<file path="config.mk">
export PLATFORM = sky130hd
export DESIGN_NAME = watchdog_timer_control
export DESIGN_NICKNAME = d
export VERILOG_FILES = /design/src/include/wdt_pkg.sv /design/src/rtl/xtal_tick_sync.sv /design/src/rtl/wdt_counter.sv /design/src/rtl/watchdog_timer_control.sv
export SDC_FILE = /design/constraint.sdc
export NUM_CORES = 1
export LEC_CHECK = 0
export BUFFER_PORTS_ARGS = -buffer_cell sky130_fd_sc_hd__buf_2
export CAP_MARGIN = 30
export CORE_AREA = 8 8 77 79
export CTS_BUF_LIST = sky130_fd_sc_hd__clkbuf_8 sky130_fd_sc_hd__clkbuf_16
export CTS_CLUSTER_DIAMETER = 40
export DETAILED_ROUTE_END_ITERATION = 7
export DIE_AREA = 0 0 85 87
export PLACE_DENSITY = 0.78
export SYNTH_ARGS = -nofsm -noshare
export SYNTH_HDL_FRONTEND = slang
export SYNTH_HIERARCHICAL = 1
export SYNTH_SLANG_ARGS = --single-unit
</file>
<file path="constraint.sdc">
create_clock -name clk_sys -period 5.4 [get_ports clk_sys]
set_input_delay 0.27 -clock clk_sys [delete_from_list [all_inputs] [get_ports clk_sys]]
set_output_delay 0.27 -clock clk_sys [all_outputs]
set_load 0.005 [all_outputs]
</file>
<file path="src/include/wdt_pkg.sv">
// watchdog package: control register map, reset value, field positions
// and the crystal timebase used by the timeout counter.
// assumes nothing beyond a SystemVerilog compiler.
package wdt_pkg;
   // -----------------------------------------------------------------
   // control register map
   // -----------------------------------------------------------------
   localparam logic [7:0] WATCHDOG_CONTROL_ADDR = 8'hc0; // byte address, bits c0..c7
   localparam logic [7:0] WATCHDOG_CONTROL_RESET = 8'h10; // prescale 1, all else 0
   localparam int PRE_MSB = 7;
   localparam int PRE_LSB = 4;
   localparam int INTERRUPT_RESPONSE_SELECT_BIT = 3;
   localparam int STATUS_BIT = 2;
   localparam int ENABLE_BIT = 1;
   localparam int UNLOCK_BIT = 0;
   localparam logic [3:0] PRE_IMMEDIATE = 4'h8; // zero timeout code
   localparam logic [3:0] PRE_MAX_TIMED = 4'h7;

   // -----------------------------------------------------------------
   // timebase: period = 2^pre * 2^9 crystal periods
   // -----------------------------------------------------------------
   localparam int XTAL_HZ = 32768;
   localparam int SYS_HZ = 10000000;
   localparam int BASE_SHIFT = 9;
   localparam int CNT_W = BASE_SHIFT + 8; // holds 2^16 crystal ticks
   localparam int SYNC_STAGES = 2;

   // write unlock window state, gray along locked -> armed
   typedef enum logic {
      UNLOCK_LOCKED = 1'b0,
      UNLOCK_ARMED = 1'b1
   } unlock_e;
endpackage

</file>
<file path="src/rtl/xtal_tick_sync.sv">
// crystal clock pin resynchronised to clk_sys, one pulse per rising edge.
// assumes the crystal is far slower than clk_sys (32 khz against 10 mhz).
`timescale 1ns/1ps
module xtal_tick_sync
   import wdt_pkg::*;
(
   input wire logic clk_sys,
   input wire logic resetn,
   input wire logic xtal_clk,
   output logic xtal_tick
);
   logic meta_reg;
   logic sync_reg;
   logic last_reg;

   // two flops before anything looks at the pin
   always_ff @(posedge clk_sys) begin
      if (!resetn) begin
         meta_reg <= 1'b0;
         sync_reg <= 1'b0;
         last_reg <= 1'b0;
      end else begin
         meta_reg <= xtal_clk;
         sync_reg <= meta_reg;
         last_reg <= sync_reg;
      end
   end

   // rising edge of the synchronised crystal
   assign xtal_tick = sync_reg && !last_reg;
endmodule

</file>
<file path="src/rtl/wdt_counter.sv">
// watchdog period counter advanced by crystal ticks.
// assumes tick is a one-cycle pulse on clk_sys; clear has priority.
`timescale 1ns/1ps
module wdt_counter
   import wdt_pkg::*;
(
   input wire logic clk_sys,
   input wire logic resetn,
   input wire logic tick,
   input wire logic run,
   input wire logic clear,
   input wire logic [2:0] prescale,
   output logic expire
);
   logic [CNT_W-1:0] count_reg;
   logic [CNT_W-1:0] limit;

   // last count of the period: 2^(pre+9) - 1
   assign limit = CNT_W'(({{(CNT_W-1){1'b0}}, 1'b1}
                    << (BASE_SHIFT + int'(prescale))) - 1);
   // >= keeps a shortened period from wrapping past its end
   assign expire = run && !clear && tick && (count_reg >= limit);

   // tick counter, restarted on kick, expiry or while stopped
   always_ff @(posedge clk_sys) begin
      if (!resetn) begin
         count_reg <= '0;
      end else if (clear || !run || expire) begin
         count_reg <= '0;
      end else if (tick) begin
         count_reg <= count_reg + 1'b1;
      end
   end
endmodule

</file>
<file path="src/rtl/watchdog_timer_control.sv">
// watchdog timer with one control register on the special function bus.
// assumes the core strobes byte and bit writes for one clk_sys cycle,
// pulses instr_retire once per finished instruction (with any write
// strobe of that instruction) and turns reset requests into a system
// reset that does not touch resetn of this block.
`timescale 1ns/1ps

module watchdog_timer_control
   import wdt_pkg::*;
(
   input wire logic clk_sys,
   input wire logic resetn,
   input wire logic xtal_clk,
   input wire logic [7:0] sfr_addr,
   input wire logic sfr_wr,
   input wire logic [7:0] sfr_wdata,
   input wire logic sfr_bit_wr,
   input wire logic [7:0] sfr_bit_addr,
   input wire logic sfr_bit_val,
   input wire logic instr_retire,
   input wire logic supply_monitor_irq,
   output logic [7:0] sfr_rdata,
   output logic wdt_irq,
   output logic wdt_reset_req
);
   // -----------------------------------------------------------------
   // declarations
   // -----------------------------------------------------------------
   unlock_e unlock_reg;
   logic [3:0] prescale_reg;
   logic interrupt_response_select_reg;
   logic status_reg;
   logic enable_reg;
   logic irq_reg;
   logic reset_req_reg;
   logic [7:0] rdata_reg;
   logic [7:0] ctrl_value;
   logic [7:0] wr_data;
   logic byte_hit;
   logic bit_hit;
   logic reg_hit;
   logic accept;
   logic arm;
   logic xtal_tick;
   logic run;
   logic kick;
   logic expire;
   logic immediate;
   logic timeout;
   logic hw_disable;

   // -----------------------------------------------------------------
   // register access decode
   // -----------------------------------------------------------------
   // byte write at c0, bit writes at c0..c7
   assign byte_hit = sfr_wr && (sfr_addr == WATCHDOG_CONTROL_ADDR);
   assign bit_hit = sfr_bit_wr && (sfr_bit_addr[7:3] == WATCHDOG_CONTROL_ADDR[7:3]);
   assign reg_hit = byte_hit || bit_hit;

   // current register image, unlock bit reads as the open window
   assign ctrl_value = {prescale_reg, interrupt_response_select_reg, status_reg, enable_reg,
                        unlock_reg == UNLOCK_ARMED};

   // bit writes merge one bit into the current image
   always_comb begin
      wr_data = ctrl_value;
      if (byte_hit) begin
         wr_data = sfr_wdata;
      end else if (bit_hit) begin
         wr_data[sfr_bit_addr[2:0]] = sfr_bit_val;
      end
   end

   // a write counts only while the window is open
   assign accept = reg_hit && (unlock_reg == UNLOCK_ARMED);
   assign arm = reg_hit && (unlock_reg == UNLOCK_LOCKED)
                && wr_data[UNLOCK_BIT];

   // -----------------------------------------------------------------
   // write unlock window
   // -----------------------------------------------------------------
   // armed by setting the unlock bit, closed by the next write or by
   // any later instruction that is not a write to the register
   always_ff @(posedge clk_sys) begin
      if (!resetn) begin
         unlock_reg <= UNLOCK_LOCKED;
      end else begin
         case (unlock_reg)
            UNLOCK_LOCKED: begin
               if (arm) begin
                  unlock_reg <= UNLOCK_ARMED;
               end
            end
            UNLOCK_ARMED: begin
               if (accept || instr_retire) begin
                  unlock_reg <= UNLOCK_LOCKED;
               end
            end
            default: begin
               unlock_reg <= UNLOCK_LOCKED;
            end
         endcase
      end
   end

   // -----------------------------------------------------------------
   // timeout machinery
   // -----------------------------------------------------------------
   // crystal pin resynchronised into clk_sys before counting
   xtal_tick_sync u_tick (
      .clk_sys(clk_sys),
      .resetn(resetn),
      .xtal_clk(xtal_clk),
      .xtal_tick(xtal_tick)
   );

   // a written one to enable kicks the counter back to zero
   assign kick = accept && wr_data[ENABLE_BIT];
   assign run = enable_reg && (prescale_reg <= PRE_MAX_TIMED);
   // codes 1000b and up give zero timeout
   assign immediate = enable_reg && (prescale_reg >= PRE_IMMEDIATE);
   assign timeout = expire || immediate;
   assign hw_disable = supply_monitor_irq
                       || (timeout && (!interrupt_response_select_reg || immediate));

   // period counter, 2^pre * 512 crystal ticks
   wdt_counter u_count (
      .clk_sys(clk_sys),
      .resetn(resetn),
      .tick(xtal_tick),
      .run(run),
      .clear(kick),
      .prescale(prescale_reg[2:0]),
      .expire(expire)
   );

   // -----------------------------------------------------------------
   // control fields
   // -----------------------------------------------------------------
   // prescale and response select, written through the window only
   always_ff @(posedge clk_sys) begin
      if (!resetn) begin
         prescale_reg <= WATCHDOG_CONTROL_RESET[PRE_MSB:PRE_LSB];
         interrupt_response_select_reg <= WATCHDOG_CONTROL_RESET[INTERRUPT_RESPONSE_SELECT_BIT];
      end else if (accept) begin
         prescale_reg <= wr_data[PRE_MSB:PRE_LSB];
         interrupt_response_select_reg <= wr_data[INTERRUPT_RESPONSE_SELECT_BIT];
      end
   end

   // enable: hardware clears win over a software kick in the same cycle
   always_ff @(posedge clk_sys) begin
      if (!resetn) begin
         enable_reg <= WATCHDOG_CONTROL_RESET[ENABLE_BIT];
      end else if (hw_disable) begin
         enable_reg <= 1'b0;
      end else if (accept) begin
         enable_reg <= wr_data[ENABLE_BIT];
      end
   end

   // status: set by timeout, set wins over a written zero; only a written
   // zero or the external reset clears it, a watchdog reset request does not
   always_ff @(posedge clk_sys) begin
      if (!resetn) begin
         status_reg <= WATCHDOG_CONTROL_RESET[STATUS_BIT];
      end else if (timeout) begin
         status_reg <= 1'b1;
      end else if (accept && !wr_data[STATUS_BIT]) begin
         status_reg <= 1'b0;
      end
   end

   // -----------------------------------------------------------------
   // responses toward the core
   // -----------------------------------------------------------------
   // interrupt on every period when response select is set; the counter
   // restarts itself so this doubles as an interval timer
   always_ff @(posedge clk_sys) begin
      if (!resetn) begin
         irq_reg <= 1'b0;
      end else begin
         irq_reg <= expire && interrupt_response_select_reg;
      end
   end

   // reset request pulse; it never reaches resetn here so status holds
   always_ff @(posedge clk_sys) begin
      if (!resetn) begin
         reset_req_reg <= 1'b0;
      end else begin
         reset_req_reg <= timeout && (!interrupt_response_select_reg || immediate);
      end
   end

   assign wdt_irq = irq_reg;
   assign wdt_reset_req = reset_req_reg;

   // -----------------------------------------------------------------
   // read data
   // -----------------------------------------------------------------
   // register image one cycle after the address, zero elsewhere
   always_ff @(posedge clk_sys) begin
      if (!resetn) begin
         rdata_reg <= 8'h00;
      end else if (sfr_addr == WATCHDOG_CONTROL_ADDR) begin
         rdata_reg <= ctrl_value;
      end else begin
         rdata_reg <= 8'h00;
      end
   end

   assign sfr_rdata = rdata_reg;
endmodule

</file>
After elaboration in Yosys (flattened, before gate mapping)
Cells that the tools add are included.
- output and inout port bits: 10
- bits in writable memories: 0
- input port bits: 32
- word-level logic and storage cells: 69
- bits in latches: 0
- memories: 0
- flip-flop bits (word level): 38
- bits in read-only memories: 0
- shift-type cells: 1
- $mul: 0
- mux-type cells: 10
- equal/unequal tests: 2
- $lt $le $gt $ge: 5
- add/subtract/negate cells: 3
- div/mod/pow operators: 0
- reductions and logical operators: 34
- bitwise logic cells: 2
- operator list (cell ; number):
    $shl A1 B32 Y17 const A ; 1
    $add A17 B1 Y17 const B ; 1
    $ge A17 B17 Y1 ; 1
    $sub A17 B1 Y17 const B ; 1
    $logic_and A1 B1 Y1 ; 16
    $mux W8 ; 2
    $bwmux W8 ; 1
    $eq A8 B8 Y1 const B ; 1
    $logic_or A1 B1 Y1 ; 7
    $add A4 B3 Y5 const A ; 1
    $eq A5 B5 Y1 const B ; 1
    $logic_not A1 Y1 ; 5
    $mux W1 ; 5
    $ge A4 B4 Y1 const B ; 1
    $le A4 B3 Y1 const B ; 1
    $lt A3 B4 Y1 const B ; 1
    $reduce_and A2 Y1 ; 2
    $reduce_bool A2 Y1 ; 2
    $reduce_or A2 Y1 ; 2
    $demux W1 S3 ; 1
    $ge A3 B1 Y1 const B ; 1
    $not A1 Y1 ; 2
    $pmux W1 S2 ; 1

Logic depth before layout (Yosys ltp)
- depth after elaboration: 16
- depth in mapped cells: 22
- mapped depth without buffers: 20

Modules after synthesis
The synthesis kept the hierarchy.
- by module, submodules not included (module ; sequential area each (um^2) ; area each (um^2) ; cells an instance ; times used):
    wdt_counter ; 340.3 ; 1506.4 ; 174 ; 1
    watchdog_timer_control ; 360.3 ; 974.7 ; 107 ; 1
    xtal_tick_sync ; 60.1 ; 92.6 ; 7 ; 1

Least setup slack after synthesis
Ideal clock, no wire load.
- kind: flip-flop to flip-flop
- start point: reg prescale_reg[1]
- end point: reg enable_reg
- arrival: 4.312 ns
- cell stages (with the launch flop): 22
- setup time: 0.059 ns
- setup slack: 1.029 ns
- path buffers: 2
- required time: 5.341 ns
- path through: dfxtp_1 nand2_1 inv_1 ha_1 buf_2 inv_2 nand2_1 ha_1 clkbuf_1 or4b_2 o22a_1 ha_1 a21o_1 nand3_1 a21oi_1 a311oi_4 a21boi_4 and3b_1 inv_1 o21ai_0 a2111oi_0 o211a_1
- word-level cells in the longest chain between the ends: 9
- elaborated cells on any way between the ends: 16
- ends and longest elaborated chain (what ; line ; source):
    start, declared ; watchdog_timer_control.sv:30 ; logic [3:0] prescale_reg;
    start signal, assigned ; watchdog_timer_control.sv:143 ; prescale_reg <= WATCHDOG_CONTROL_RESET[PRE_MSB:PRE_LSB];
    start signal, assigned ; watchdog_timer_control.sv:146 ; prescale_reg <= wr_data[PRE_MSB:PRE_LSB];
    $add A4 B3 Y5 or $le A4 B3 Y1 (tied branches) ; wdt_counter.sv:20, watchdog_timer_control.sv:119 ;
    $shl A1 B32 Y17 or $logic_and A1 B1 Y1 (tied branches) ; wdt_counter.sv:19, watchdog_timer_control.sv:119 ;
    $sub A17 B1 Y17 or $logic_and A1 B1 Y1 (tied branches) ; wdt_counter.sv:20, wdt_counter.sv:22 ;
    $ge A17 B17 Y1 or $logic_and A1 B1 Y1 (tied branches) ; wdt_counter.sv:22 ; assign expire = run && !clear && tick && (count_reg >= limit);
    $logic_and A1 B1 Y1 * ; wdt_counter.sv:22 ;
    named net expire ; watchdog_timer_control.sv:47 ; logic expire;
    $logic_or A1 B1 Y1 * ; watchdog_timer_control.sv:122 ; assign timeout = expire || immediate;
    $logic_and A1 B1 Y1 * ; watchdog_timer_control.sv:124 ; || (timeout && (!interrupt_response_select_reg || immediate));
    $logic_or A1 B1 Y1 * ; watchdog_timer_control.sv:124 ;
    $reduce_or A2 Y1 (no source line) * ; - ;
    end signal, assigned ; watchdog_timer_control.sv:154 ; enable_reg <= WATCHDOG_CONTROL_RESET[ENABLE_BIT];
    end signal, assigned ; watchdog_timer_control.sv:158 ; enable_reg <= wr_data[ENABLE_BIT];
    end, declared ; watchdog_timer_control.sv:33 ; logic enable_reg;
The timed path passes the listed nets; every way through them passes the cells marked *.
A chain may end at the register's enable or synchronous reset.

Worst setup path in the final report
Ends and elaborated chain as after synthesis.

==> qor.csv <==
metric,value,unit
die_y,87,µm
dpl.hpwl,4380,µm
layout_min_cycle_time,4.83,ns
setup_violations,0,
synth_flop_cell,dfxtp_1,
final_cell_mix,"buf_2, dfxtp_1, nand2_1",
reg2reg_slack,0.57,ns
highest_layer,met4,
p_switching,125,µW
ys_seq_area_share,29.6,%
grt_pass1_vias,2228,
area_growth,14.1,%
grt_setup_unrepaired,no,
seqPwrFrac,46.4,%
via_per_inst,5.91,
cp_cell_sequence,nand2_1 > inv_1 > ha_1 > and4b_4 > nand2_1 > ha_1 > or4b_2 > o22a_1 > ha_1 > a21o_1 > nand3_1 > a21oi_1 > a311oi_4 > a21boi_4 > and3b_1 > inv_1 > o21ai_0 > a2111oi_0 > o211a_1,
met3_length,226,µm
status,completed,
slew_viol_final,0,
cts_num_sinks,38,
wl_met2,2800,µm
hold_path_class,in2reg,
swShare,20.6,%
drc,0,
clk_latency,0.30,ns
tightest_slew,0.880,ns
cts_setup_buffers,0,
rows,26,
worstPathRequired,5.65,ns
via_count,2271,
utilization,60.6,%
io_buffers,41,
crit_arrival,5.08,ns
r2r-start,prescale_reg[1],
slowest_stage,or4b_2,
pwr-share-clk,48.3,%
drive_gt1_share,23.8,%
synth.distinct_cells,61,
gr-usage-all-layers,16.4,%
fin_cells,384,
drtPass1Iterations,4,
cts_resized,0,
syn_area_per_cell,8.94,µm²
dieArea,7400,µm²
ys_ff_latch,38,
grt_max_degree,18,
cp_max_fo,11,
worst_path_most_repeated_cell,ha_1,
placedCellCount,376,
ir_drop,0.149,mV
combPwrFrac,5.3,%
wl_per_cell,15.0,µm
grt_pass1_wl,9940,µm
cp-startpoint,prescale_reg[1],
clkTransAtPathRegs,0.08,ns
finalHoldViolations,0,
powerDensity,206,nW/µm²
gp_congestion,0.906,
synthArstFlopShare,0,%
p_leak,1.15,nW
cts_tree,done,
wirelength,5740,µm
cts_root_buffer,clkbuf_8,
clk_path_buf_depth,2,
relSlewSlack,41.1,%
die_x,85,µm
hold_buffers,0,
synthesis.nets,336,
finalSetupTns,0,ns
cts_made_buffers,5,
maxCapViolations,0,
clock.fmax,0.207,GHz
final_common_cell,buf_2,
critPathLaunchType,flop,
synth_edf_count,0,
start_util,53.1,%
hp-start,xtal_clk,
ios,42,
crit_path_end_kind,flop,
wl_met1,2640,µm
clock_skew,0.0131,ns
max_stage_delay,0.66,ns
n_antenna_cell,0,
antenna_left,0,
internal-power,481,µW
nets,375,
htreeDepth,2,
largest_reg_flops,17,
worstSetupPathType,reg2reg,
drt-initial-drc-count,122,
gr-total-overflow,0,
coreArea,4850,µm²
yosys_warnings,6,
finalCritPeriodShare,89.5,%
synth_area,2570,µm²
syn-instance-count,288,
antenna_found_initial,0,
==> per-layer routing <==
layer	vias to the layer above	track usage, %
met1	1071	19.0
li1	1139	-
met4	0	5.02
met2	53	28.7
met5	-	0
met3	8	4.15
==> worst max-delay path, delay by kind of cell (launching register included) <==
kind	cells	cell delay (ns)
flops	1	0.40
compound gates	8	1.79
simple gates	6	1.58
buf+inv	2	0.14
fa+ha+maj	3	0.86
==> path summary, 6_finish.rpt <==
check,to,cells past startpoint
worst min-delay path,u_tick/meta_reg,2
worst max-delay path,enable_reg,19
worst min register to register,u_tick/sync_reg,1
worst max register to register,enable_reg,19
==> cell families (layout without fill, tap and decap cells) <==
group | count (synthesis) | in the layout | synth area share [%]
AND/OR/NAND/NOR | 134 | 134 | 33.5
multiplexers | 6 | 6 | 2.38
XOR/XNOR | 15 | 15 | 5.10
buffers and inverters | 20 | 60 | 3.69
AO/OA/AOI/OAI | 58 | 58 | 17.8
adder cells (fa/ha/maj) | 16 | 16 | 7.78
flip-flops | 38 | 38 | 29.6
other | 1 | 1 | 0.146
==> power groups by stage <==
stage / clock (mW) / combinational, mW / sequential, mW
CTS: 0.296 / 0.0323 / 0.281
finish: 0.293 / 0.0324 / 0.281
global placement: 0 / 0.0316 / 0.288
floorplan: 0 / 0.0172 / 0.288
detailed placement: 0 / 0.0322 / 0.288
global route: 0.313 / 0.0360 / 0.281
==> layout make-up <==
type	count	area, µm²
multi-input cells	230	1720
fillers	414	1910
inverters	10	37.5
flip-flops and latches	38	761
repair buffers	42	213
clock inverters	3	68.8
well taps	56	70.1
clock buffers	5	68.8
==> cell usage after synthesis (9+ instances only) <==
cell / number / area [µm²]
ha_1: 16 / 200
a21oi_1: 19 / 95.1
dfxtp_1: 38 / 761
nand2_1: 22 / 82.6
nor2_1: 14 / 52.6
nor3_2: 10 / 100
nand3_1: 14 / 70.1
inv_1: 9 / 33.8
and2_1: 13 / 81.3
==> metrics by stage <==
step / cell area (µm²) / hold slack [ns] / worst slack [ns] / power, mW
final: 2940 / 0.172 / 0.569 / 0.606
after global routing: 2940 / 0.168 / 0.242 / 0.631
after CTS: 2940 / 0.173 / 0.583 / 0.609
after detailed placement: 2800 / 0.416 / 0.614 / 0.320
after global placement: 2800 / 0.409 / 0.846 / 0.319
after floorplan: 2570 / 0.392 / 1.03 / 0.305
Note: power is estimated with default switching activity, not from simulation.
